$ cat config.mk
export PLATFORM = sky130hd
export DESIGN_NAME = tx_pause_frame_generator
export DESIGN_NICKNAME = d
export VERILOG_FILES = /design/src/inc/tx_pause_pkg.sv /design/src/core/pause_slot_timer.sv /design/src/core/tx_pause_frame_generator.sv
export VERILOG_INCLUDE_DIRS = /design/src /design/src/inc
export SDC_FILE = /design/constraint.sdc
export NUM_CORES = 2
export LEC_CHECK = 0
export BUFFER_PORTS_ARGS = -buffer_cell sky130_fd_sc_hd__buf_2
export CORE_MARGIN = 3
export CORE_UTILIZATION = 38
export CTS_CLUSTER_DIAMETER = 60
export DETAILED_ROUTE_END_ITERATION = 6
export GPL_ROUTABILITY_DRIVEN = 0
export SLEW_MARGIN = 20
export SYNTH_ARGS = -nofsm -noshare
export SYNTH_HDL_FRONTEND = slang
export SYNTH_HIERARCHICAL = 1
export SYNTH_SLANG_ARGS = --single-unit
export TNS_END_PERCENT = 100
$ cat constraint.sdc
create_clock -name CLOCK_I -period 5.93 [get_ports CLOCK_I]
set_input_delay 1.186 -clock CLOCK_I [delete_from_list [all_inputs] [get_ports CLOCK_I]]
set_output_delay 1.186 -clock CLOCK_I [all_outputs]
set_load 0.05 [all_outputs]
$ cat src/inc/tx_pause_params.svh
`ifndef TX_PAUSE_PARAMS_SVH
`define TX_PAUSE_PARAMS_SVH

// Register word indices; the byte address is four times the index.
`define REG_PAUSE_EN     4'd0
`define REG_QUANTA45     4'd1
`define REG_GDA_LO       4'd2
`define REG_GDA_HI       4'd3
`define REG_GSA_LO       4'd4
`define REG_GSA_HI       4'd5
`define REG_GTYPE_OP     4'd6
`define REG_PDA_LO       4'd7
`define REG_PDA_HI       4'd8
`define REG_PSA_LO       4'd9
`define REG_PSA_HI       4'd10
`define REG_PTYPE_OP     4'd11
`define REG_STATUS       4'd12
`define REG_COUNT        12

// Reset values of the writable registers.
`define RST_ZERO         32'h0000_0000
`define RST_DA_LO        32'hc200_0001
`define RST_DA_HI        32'h0000_0180
`define RST_GTYPE_OP     32'h0001_8808
`define RST_PTYPE_OP     32'h0101_8808

// Frame layout and timing.
`define QUANTUM_BITS     512
`define WORD_BITS        64
`define QUANTUM_CYCLES   (`QUANTUM_BITS / `WORD_BITS)
`define FRAME_WORDS      8
`define LAST_WORD        3'd7
`define FULL_KEEP        8'hff
`define LAST_KEEP        8'h0f
`define VLAN_TPID        16'h8100
`define GLOBAL_IDX       4'd8

`endif

$ cat src/inc/tx_pause_pkg.sv
package tx_pause_pkg;

	typedef enum logic [1:0] {
		ST_IDLE  = 2'b00,
		ST_PAUSE = 2'b01,
		ST_USER  = 2'b10
	} sched_state_t;

	typedef enum logic [1:0] {
		K_USER   = 2'b00,
		K_GLOBAL = 2'b01,
		K_PRIO   = 2'b10
	} frame_kind_t;

endpackage

$ cat src/core/pause_slot_timer.sv
`timescale 1ns/1ns
`include "tx_pause_params.svh"

module pause_slot_timer (
	// Clock and reset.
	input  wire logic        clk_i,
	input  wire logic        rst_i,
	// Control.
	input  wire logic        tick_i,
	input  wire logic        req_i,
	input  wire logic        en_i,
	input  wire logic        resend_i,
	input  wire logic [15:0] refresh_i,
	input  wire logic        sent_i,
	// Status.
	output logic             pending_o
);

	logic        active_q;
	logic [15:0] cnt_q;
	logic [15:0] cnt_d;
	logic        pending_q;
	logic        pending_d;

	wire active = req_i & en_i;
	wire start  = active & ~active_q;
	wire expire = active & active_q & tick_i & (cnt_q <= 16'd1);
	wire set    = start | (resend_i & active) | expire;

	// Reload on start, on resend and on every expiry, so the refresh interval restarts.
	assign cnt_d = !active ? 16'd0 :
		(start | resend_i | expire) ? refresh_i :
		(tick_i && cnt_q != 16'd0) ? cnt_q - 16'd1 : cnt_q;

	// A new reason to send beats the acknowledge of the frame just built.
	assign pending_d = set ? 1'b1 :
		(sent_i | ~en_i) ? 1'b0 : pending_q;

	always_ff @(posedge clk_i) begin
		if (rst_i) begin
			active_q  <= 1'b0;
			cnt_q     <= 16'd0;
			pending_q <= 1'b0;
		end else begin
			active_q  <= active;
			cnt_q     <= cnt_d;
			pending_q <= pending_d;
		end
	end

	assign pending_o = pending_q;
endmodule

$ cat src/core/tx_pause_frame_generator.sv
`timescale 1ns/1ns
`include "tx_pause_params.svh"

// How it works
// - Each enabled high request bit causes a pause frame with that index's quanta.
// - Index 8 sends a global frame; indices 0 to 7 send priority frames.
// - Frames are built and quanta used only while that index is enabled.
// - Resend retransmits the frame of every enabled, active request once the packet in flight ends.
// - Resend also reloads the retransmission counter of every index whose request is active.
// - Nine 16-bit quanta inputs; index 8 global, 0 to 7 priorities.
// - Nine 16-bit refresh timers set each index's retransmission interval.
// - Global frames carry the global address, ethertype and opcode settings.
// - Priority frames carry their own separate address, ethertype and opcode settings.
// - A nine-bit pulse marks each sent frame; bit 8 global.
// - Pulse unicast, multicast or broadcast for every packet transmitted.
// - Pulse a VLAN increment for each transmitted 802.1Q tagged packet.
// - Pulse an increment for each global pause frame sent.
// - Pulse an increment for each priority pause frame sent.
// - Enable, quanta 4 and 5 and frame fields come from registers when mapped.
module tx_pause_frame_generator
	import tx_pause_pkg::*;
#(
	parameter bit REG_MAP = 1'b1
) (
	// Clock and reset.
	input  wire logic             CLOCK_I,
	input  wire logic             SYS_RST_I,
	// Avalon-MM register slave.
	input  wire logic [5:0]       AVS_ADDRESS_I,
	input  wire logic             AVS_READ_I,
	input  wire logic             AVS_WRITE_I,
	input  wire logic [31:0]      AVS_WRITEDATA_I,
	input  wire logic [3:0]       AVS_BYTEENABLE_I,
	output logic      [31:0]      AVS_READDATA_O,
	output logic                  AVS_WAITREQUEST_O,
	// Flow-control requests.
	input  wire logic [8:0]       PAUSE_REQ_I,
	input  wire logic [8:0]       PAUSE_ENABLE_I,
	input  wire logic             RESEND_PAUSE_I,
	input  wire logic [8:0][15:0] PAUSE_QUANTA_I,
	input  wire logic [8:0][15:0] REFRESH_TIMER_I,
	// Frame fields used when the register map is absent.
	input  wire logic [47:0]      GLOBAL_FRAME_DEST_ADDR_I,
	input  wire logic [47:0]      GLOBAL_FRAME_SRC_ADDR_I,
	input  wire logic [15:0]      GLOBAL_ETHERTYPE_I,
	input  wire logic [15:0]      GLOBAL_OPCODE_I,
	input  wire logic [47:0]      PRIORITY_FRAME_DEST_ADDR_I,
	input  wire logic [47:0]      PRIORITY_FRAME_SRC_ADDR_I,
	input  wire logic [15:0]      PRIORITY_ETHERTYPE_I,
	input  wire logic [15:0]      PRIORITY_OPCODE_I,
	// User packet stream.
	input  wire logic [63:0]      USER_TDATA_I,
	input  wire logic [7:0]       USER_TKEEP_I,
	input  wire logic             USER_TVALID_I,
	input  wire logic             USER_TLAST_I,
	output logic                  USER_TREADY_O,
	// Stream toward the MAC.
	output logic      [63:0]      MAC_TDATA_O,
	output logic      [7:0]       MAC_TKEEP_O,
	output logic                  MAC_TVALID_O,
	output logic                  MAC_TLAST_O,
	input  wire logic             MAC_TREADY_I,
	// Statistics pulses.
	output logic      [8:0]       PAUSE_SENT_O,
	output logic                  STAT_UNICAST_O,
	output logic                  STAT_MULTICAST_O,
	output logic                  STAT_BROADCAST_O,
	output logic                  STAT_VLAN_O,
	output logic                  STAT_PAUSE_O,
	output logic                  STAT_USER_PAUSE_O
);

	function automatic logic [3:0] pick_index(input logic [8:0] v);
		logic [3:0] r;
		r = `GLOBAL_IDX;
		for (int i = 7; i >= 0; i--) begin
			if (v[i]) begin
				r = 4'(i);
			end
		end
		if (v[8]) begin
			r = `GLOBAL_IDX;
		end
		return r;
	endfunction

	function automatic logic [511:0] build_frame(input logic glob, input logic [2:0] idx,
		input logic [15:0] q, input logic [47:0] da, input logic [47:0] sa,
		input logic [15:0] et, input logic [15:0] op);
		logic [511:0] f;
		f = '0;
		for (int k = 0; k < 6; k++) begin
			f[8*k +: 8]      = da[47-8*k -: 8];
			f[48+8*k +: 8]   = sa[47-8*k -: 8];
		end
		f[96 +: 8]  = et[15:8];
		f[104 +: 8] = et[7:0];
		f[112 +: 8] = op[15:8];
		f[120 +: 8] = op[7:0];
		if (glob) begin
			f[128 +: 8] = q[15:8];
			f[136 +: 8] = q[7:0];
		end else begin
			f[136 +: 8]            = 8'h01 << idx;
			f[144 + 16*idx +: 8]   = q[15:8];
			f[152 + 16*idx +: 8]   = q[7:0];
		end
		return f;
	endfunction

	// Register slave: one wait cycle, then the access completes.
	logic [31:0] regs_q [0:`REG_COUNT-1];
	logic        ack_q;
	logic [31:0] rdata_q;

	wire       bus_req  = AVS_READ_I | AVS_WRITE_I;
	wire [3:0] reg_idx  = AVS_ADDRESS_I[5:2];
	wire       reg_wr   = AVS_WRITE_I & ack_q & (reg_idx < 4'(`REG_COUNT));

	assign AVS_WAITREQUEST_O = bus_req & ~ack_q;
	assign AVS_READDATA_O    = rdata_q;

	// Mapped settings replace the pins; the pins are then ignored.
	wire [8:0]  en_eff = REG_MAP ? regs_q[`REG_PAUSE_EN][8:0] : PAUSE_ENABLE_I;
	wire [47:0] gda = REG_MAP ? {regs_q[`REG_GDA_HI][15:0], regs_q[`REG_GDA_LO]}
		: GLOBAL_FRAME_DEST_ADDR_I;
	wire [47:0] gsa = REG_MAP ? {regs_q[`REG_GSA_HI][15:0], regs_q[`REG_GSA_LO]}
		: GLOBAL_FRAME_SRC_ADDR_I;
	wire [15:0] get = REG_MAP ? regs_q[`REG_GTYPE_OP][15:0] : GLOBAL_ETHERTYPE_I;
	wire [15:0] gop = REG_MAP ? regs_q[`REG_GTYPE_OP][31:16] : GLOBAL_OPCODE_I;
	wire [47:0] pda = REG_MAP ? {regs_q[`REG_PDA_HI][15:0], regs_q[`REG_PDA_LO]}
		: PRIORITY_FRAME_DEST_ADDR_I;
	wire [47:0] psa = REG_MAP ? {regs_q[`REG_PSA_HI][15:0], regs_q[`REG_PSA_LO]}
		: PRIORITY_FRAME_SRC_ADDR_I;
	wire [15:0] pet = REG_MAP ? regs_q[`REG_PTYPE_OP][15:0] : PRIORITY_ETHERTYPE_I;
	wire [15:0] pop = REG_MAP ? regs_q[`REG_PTYPE_OP][31:16] : PRIORITY_OPCODE_I;

	logic [8:0][15:0] quanta_eff;
	genvar g;
	generate
		for (g = 0; g < 9; g++) begin : g_quanta
			if (g == 4 || g == 5) begin : g_mapped
				assign quanta_eff[g] = !REG_MAP ? PAUSE_QUANTA_I[g] :
					regs_q[`REG_QUANTA45][16*(g-4) +: 16];
			end else begin : g_pin
				assign quanta_eff[g] = PAUSE_QUANTA_I[g];
			end
		end
	endgenerate

	// Quantum tick: the refresh timers count in pause quanta.
	logic [2:0] qcnt_q;
	wire        tick = (qcnt_q == 3'(`QUANTUM_CYCLES - 1));

	// Per-index pending state.
	logic [8:0] pending;
	logic [8:0] sent_ack;
	generate
		for (g = 0; g < 9; g++) begin : g_slot
			pause_slot_timer u_slot (
				.clk_i     (CLOCK_I),
				.rst_i     (SYS_RST_I),
				.tick_i    (tick),
				.req_i     (PAUSE_REQ_I[g]),
				.en_i      (en_eff[g]),
				.resend_i  (RESEND_PAUSE_I),
				.refresh_i (REFRESH_TIMER_I[g]),
				.sent_i    (sent_ack[g]),
				.pending_o (pending[g])
			);
		end
	endgenerate

	// Scheduler.
	sched_state_t state_q;
	sched_state_t state_d;
	frame_kind_t  kind_q;
	logic [3:0]   idx_q;
	logic [2:0]   wcnt_q;
	logic [511:0] frame_q;
	logic         second_q;
	logic         mcast_q;
	logic         bcast_q;
	logic         vlan_q;
	logic [63:0]  odata_q;
	logic [7:0]   okeep_q;
	logic         ovalid_q;
	logic         olast_q;
	logic [8:0]   sent_q;
	logic [5:0]   stat_q;

	wire [8:0] sel       = pending & en_eff;
	wire [3:0] sel_idx   = pick_index(sel);
	wire       sel_glob  = (sel_idx == `GLOBAL_IDX);
	wire       can_load  = ~ovalid_q | MAC_TREADY_I;
	// Pause frames wait for an idle gap and a free output word, so a resend never cuts a
	// user packet and the frame still waiting at the MAC keeps its own kind for the stats.
	wire       start_pause = (state_q == ST_IDLE) & (|sel) & can_load;
	wire       user_ok   = can_load & (((state_q == ST_IDLE) & ~(|sel)) | (state_q == ST_USER));
	wire       user_fire = user_ok & USER_TVALID_I;
	wire       pause_fire = (state_q == ST_PAUSE) & can_load;
	wire       pause_end = pause_fire & (wcnt_q == `LAST_WORD);
	wire       out_done  = ovalid_q & MAC_TREADY_I & olast_q;
	wire [47:0] sel_da   = sel_glob ? gda : pda;
	wire [511:0] new_frame = build_frame(sel_glob, sel_idx[2:0], quanta_eff[sel_idx], sel_da,
		sel_glob ? gsa : psa, sel_glob ? get : pet, sel_glob ? gop : pop);
	wire [31:0] status_word = {21'd0, state_q, pending};
	wire [31:0] rd_mux = (reg_idx < 4'(`REG_COUNT)) ? regs_q[reg_idx] :
		(reg_idx == `REG_STATUS) ? status_word : 32'd0;

	assign sent_ack      = pause_end ? 9'(9'd1 << idx_q) : 9'd0;
	assign USER_TREADY_O = user_ok;

	always_comb begin
		state_d = state_q;
		case (state_q)
			ST_IDLE: begin
				if (start_pause) begin
					state_d = ST_PAUSE;
				end else if (user_fire && !USER_TLAST_I) begin
					state_d = ST_USER;
				end
			end
			ST_USER: begin
				if (user_fire && USER_TLAST_I) begin
					state_d = ST_IDLE;
				end
			end
			ST_PAUSE: begin
				if (pause_end) begin
					state_d = ST_IDLE;
				end
			end
			default: state_d = ST_IDLE;
		endcase
	end

	always_ff @(posedge CLOCK_I) begin
		if (SYS_RST_I) begin
			ack_q   <= 1'b0;
			rdata_q <= 32'd0;
			qcnt_q  <= 3'd0;
			for (int i = 0; i < `REG_COUNT; i++) begin
				regs_q[i] <= `RST_ZERO;
			end
			regs_q[`REG_GDA_LO]   <= `RST_DA_LO;
			regs_q[`REG_GDA_HI]   <= `RST_DA_HI;
			regs_q[`REG_PDA_LO]   <= `RST_DA_LO;
			regs_q[`REG_PDA_HI]   <= `RST_DA_HI;
			regs_q[`REG_GTYPE_OP] <= `RST_GTYPE_OP;
			regs_q[`REG_PTYPE_OP] <= `RST_PTYPE_OP;
		end else begin
			ack_q  <= bus_req & ~ack_q;
			qcnt_q <= tick ? 3'd0 : qcnt_q + 3'd1;
			if (bus_req && !ack_q) begin
				rdata_q <= rd_mux;
			end
			for (int b = 0; b < 4; b++) begin
				if (reg_wr && AVS_BYTEENABLE_I[b]) begin
					regs_q[reg_idx][8*b +: 8] <= AVS_WRITEDATA_I[8*b +: 8];
				end
			end
		end
	end

	always_ff @(posedge CLOCK_I) begin
		if (SYS_RST_I) begin
			state_q  <= ST_IDLE;
			kind_q   <= K_USER;
			idx_q    <= 4'd0;
			wcnt_q   <= 3'd0;
			frame_q  <= '0;
			second_q <= 1'b0;
			mcast_q  <= 1'b0;
			bcast_q  <= 1'b0;
			vlan_q   <= 1'b0;
		end else begin
			state_q <= state_d;
			if (start_pause) begin
				kind_q  <= sel_glob ? K_GLOBAL : K_PRIO;
				idx_q   <= sel_idx;
				wcnt_q  <= 3'd0;
				frame_q <= new_frame;
				mcast_q <= sel_da[40];
				bcast_q <= &sel_da;
				vlan_q  <= 1'b0;
			end else if (pause_fire) begin
				wcnt_q <= wcnt_q + 3'd1;
			end
			if (user_fire && state_q == ST_IDLE) begin
				kind_q  <= K_USER;
				mcast_q <= USER_TDATA_I[0];
				bcast_q <= &USER_TDATA_I[47:0];
				vlan_q  <= 1'b0;
			end
			if (user_fire) begin
				second_q <= (state_q == ST_IDLE);
			end
			if (user_fire && second_q && state_q == ST_USER) begin
				vlan_q <= ({USER_TDATA_I[39:32], USER_TDATA_I[47:40]} == `VLAN_TPID);
			end
		end
	end

	// Output register and statistics; counters fire when the last word is taken.
	always_ff @(posedge CLOCK_I) begin
		if (SYS_RST_I) begin
			odata_q  <= 64'd0;
			okeep_q  <= 8'd0;
			ovalid_q <= 1'b0;
			olast_q  <= 1'b0;
			sent_q   <= 9'd0;
			stat_q   <= 6'd0;
		end else begin
			if (user_fire) begin
				odata_q  <= USER_TDATA_I;
				okeep_q  <= USER_TKEEP_I;
				ovalid_q <= 1'b1;
				olast_q  <= USER_TLAST_I;
			end else if (pause_fire) begin
				odata_q  <= frame_q[64*wcnt_q +: 64];
				okeep_q  <= (wcnt_q == `LAST_WORD) ? `LAST_KEEP : `FULL_KEEP;
				ovalid_q <= 1'b1;
				olast_q  <= (wcnt_q == `LAST_WORD);
			end else if (MAC_TREADY_I) begin
				ovalid_q <= 1'b0;
			end
			sent_q <= (out_done && kind_q != K_USER) ? 9'(9'd1 << idx_q) : 9'd0;
			stat_q <= out_done ? {kind_q == K_PRIO, kind_q == K_GLOBAL, vlan_q, bcast_q,
				mcast_q & ~bcast_q, ~mcast_q} : 6'd0;
		end
	end

	assign MAC_TDATA_O       = odata_q;
	assign MAC_TKEEP_O       = okeep_q;
	assign MAC_TVALID_O      = ovalid_q;
	assign MAC_TLAST_O       = olast_q;
	assign PAUSE_SENT_O      = sent_q;
	assign STAT_UNICAST_O    = stat_q[0];
	assign STAT_MULTICAST_O  = stat_q[1];
	assign STAT_BROADCAST_O  = stat_q[2];
	assign STAT_VLAN_O       = stat_q[3];
	assign STAT_PAUSE_O      = stat_q[4];
	assign STAT_USER_PAUSE_O = stat_q[5];
endmodule

==> results by group <==
Outcome
  • Outcome: finished with violations
  • Failing checks: DRC

Worst hold path
  • Hold path cells: 1
  • Hold Path Class: flip-flop to flip-flop

Floorplanning
  • Rows: 139
  • Die ar.: 150000 um^2
  • Starting Density: 38.3%
  • Core area: 144000 um^2
  • Die Height: 387 um
  • Total I/O pin count: 807
  • Die W: 387 um

Global routing
  • Overflow after GRT: 0
  • Initial antenna violation count: 28
  • Vias in the first global route: 41.3k
  • GR Util All Layers: 25.9%
  • First-pass GRT wire length: 288000 um
  • Largest net degree at the start of global routing: 209

Timing
  • Least-Margin Pin Slew: 1.32 ns
  • Slew Limit Fails: 0
  • Setup-failing EPs final: 0
  • Final Hold Fails: 0
  • RSZ-0062 raised after global routing: no
  • Fmax achieved: 0.199 GHz
  • Fin crit period: 5.02 ns
  • Hold WS: 0.432 ns
  • Final Skew: 0.0334 ns
  • Setup TNS: 0 ns
  • Rel. slew slack: 12.0%
  • Period utilisation layout: 84.6%
  • Worst setup margin: 0.911 ns

Power
  • Peak VDD IR: 0.321 mV
  • Pwr Total: 20200 uW
  • Leakage power: 0.0233 uW
  • Pwr dens: 317 nW/um^2

Synthesis
  • Post-synth top cells: dfxtp_1, and2_1, nor2_1, nand2_1, edfxtp_1
  • Synth area leaders: dfxtp_1, edfxtp_1, mux4_2
  • Yosys top cell area share: 29.6%
  • Main combinational cell family by area after synthesis: simple AND/OR/NAND/NOR gates
  • Sequential share of the synthesized area: 50.5%
  • Simple-gate share of the synthesized area: 20.9%
  • EDFF count, synth: 384
  • Most common cell in the netlist: dfxtp_1
  • Synthesized cell area: 55100 um^2
  • Post-Synth XOR/XNOR Area: 2.16%
  • Avg Cell Area, Syn: 10.7 um^2
  • Yosys cell types: 71
  • Multiplexer share of the synthesized area: 11.7%
  • Async S/R FF share, synth: 0%
  • Syn. warnings: 6
  • Syn_nets: 5888
  • Post-synthesis adder-cell area fraction: 0.908%
  • Most area-hungry cell type in the Yosys netlist: dfxtp_1
  • Number of synthesized register bits: 1198
  • Compound-Gate Fraction of Synth Area: 10.7%
  • Cells after Synth: 5164
  • Main flop type after synthesis: dfxtp_1

Routing
  • Total Wirelength: 200000 um
  • Drt via density: 5.78
  • Pre-antenna DRT Iters: 7
  • DR WL/cell: 26.5 um
  • DRT iter0 DRCs: 4980
  • Via count: 43.7k
  • DRC: 5
  • Detail Route Antenna Nets: 0

Layout
  • Nets: 6246
  • P&R area growth vs syn: 15.8%
  • Share of layout cells above drive strength 1: 20.9%
  • Final cell count without fillers: 7557
  • Fill cell count: 13.5k

Place
  • Post-DP HPWL: 147000 um
  • Post-Place Worst Slack: 1.09 ns
  • Dpl cells: 7284
  • IO Port Bufs: 507

Setup path
  • Required time of the critical path: 4.74 ns
  • WP data arrival: 3.83 ns
  • Worst reg2reg path depth: 9
  • Flop2flop setup slack: 0.96 ns
  • Crit end category: output port
  • Crit path kind: flip-flop to output port
  • CP Launch Type: flip-flop
  • Critical path peak fanout: 6

Clock tree
  • Worst skew pair latency: 0.80 ns
  • CTS clk-pin slew, worst paths: 0.06 ns
  • TritonCTS clock tree: built
  • CTS resizes: 0
  • Buffers from clock root to sink, at most: 3
  • CTS Root Cell: clkbuf_16
  • TritonCTS Buffers: 138
  • H-tree levels: 4
  • CTS Hold Buffers Added: 0
  • Postcts setup bufs: 0
  • CTS Sinks: 1198

Run
  • Maxcap violations: 0
-- cell type report --
cell class	count	area, um^2	area share, %
Sequential cell	1198	27800	43.6
Clock inverter	63	583	0.914
Antenna cell	16	40.0	0.0628
Clock buffer	193	3940	6.18
Timing Repair Buffer	579	3170	4.97
Multi-Input combinational cell	3564	25700	40.3
Inverter	41	154	0.241
Tap cell	1903	2380	3.73
-- state kept, by name, indices dropped and copies added, names as in the netlist, 2 cells and up --
name	count
frame_q	512
regs_q	384
g_slot.u_slot/cnt_q	144
MAC_TDATA_O	64
AVS_READDATA_O	32
PAUSE_SENT_O	9
g_slot.u_slot/active_q	9
g_slot.u_slot/pending_o	9
MAC_TKEEP_O	8
stat_q	6
idx_q	4
qcnt_q	3
wcnt_q	3
kind_q	2
state_q	2
-- cells by family (layout without fill, tap and decap cells) --
kind of cell / after synthesis / after routing
compound gates: 826 / 826
xor+xnor: 136 / 136
fa+ha+maj: 40 / 40
buf+inv: 402 / 876
flops: 1198 / 1198
mux: 365 / 365
other cells: 0 / 16
simple gates: 2197 / 2197
-- per-layer routing --
| metal | vias up | global-route usage, % | wire, um |
|---|---|---|---|
| met3 | 391 | 6.85 | 21100 |
| met5 | - | 0 | 80 |
| met2 | 2118 | 39.2 | 87800 |
| li1 | 19600 | - | - |
| met1 | 21500 | 35.9 | 83800 |
| met4 | 14 | 8.83 | 7200 |
-- worst max-delay path, stage by stage (launching register included) --
cell and delay, ns:
edfxtp_1 0.66, a222oi_1 0.85, and2_1 0.50, a21oi_1 0.18
nor3_1 0.49, buf_2 0.37
-- report_power, final --
part	total [uW]	internal (uW)	leakage [uW]	switching, uW
logic	2660	835	0.0106	1830
registers	9100	8770	0.0105	333
clock network	8480	4870	0.00222	3610
-- cell usage in the layout (no fill, tap or decap), types with 19 or more instances in the layout --
| cell type | n |
|---|---|
| a211oi_1 | 161 |
| a21oi_1 | 54 |
| a221oi_1 | 107 |
| a22o_1 | 26 |
| a22oi_1 | 19 |
| a311oi_1 | 64 |
| and2_1 | 568 |
| buf_2 | 504 |
| buf_4 | 66 |
| clkbuf_1 | 29 |
| clkbuf_16 | 140 |
| clkbuf_8 | 24 |
| clkinv_2 | 20 |
| dfxtp_1 | 811 |
| edfxtp_1 | 384 |
| ha_1 | 39 |
| inv_1 | 39 |
| mux2i_1 | 139 |
| mux4_2 | 224 |
| nand2_1 | 522 |
| nand3_1 | 98 |
| nand4_1 | 71 |
| nor2_1 | 539 |
| nor2b_1 | 20 |
| nor3_1 | 91 |
| nor3b_1 | 25 |
| nor4_1 | 40 |
| o211ai_1 | 31 |
| o21ai_0 | 224 |
| o22ai_1 | 34 |
| or2_2 | 66 |
| or3_1 | 23 |
| xnor2_1 | 64 |
| xor2_1 | 72 |
-- stage by stage --
| step | util (%) | area (um^2) |
|---|---|---|
| 6_report | 44.3 | 63800 |
| 5_1_grt | 44.3 | 63800 |
| 4_1_cts | 44.3 | 63700 |
| 3_5_place_dp | 41.2 | 59200 |
| 3_3_place_gp | 41.2 | 59200 |
| 2_1_floorplan | - | 55100 |
-- final timing paths --
path                                                  from                         to
worst max-delay path            regs_q[0][8]$_SDFFCE_PN0P_              USER_TREADY_O
worst min-delay path                  qcnt_q[0]$_SDFF_PP0_       qcnt_q[0]$_SDFF_PP0_
worst max register to register  regs_q[0][8]$_SDFFCE_PN0P_  frame_q[332]$_SDFFE_PP0P_
worst min register to register        qcnt_q[0]$_SDFF_PP0_       qcnt_q[0]$_SDFF_PP0_
No activity file was read; power rests on OpenSTA's default activity.
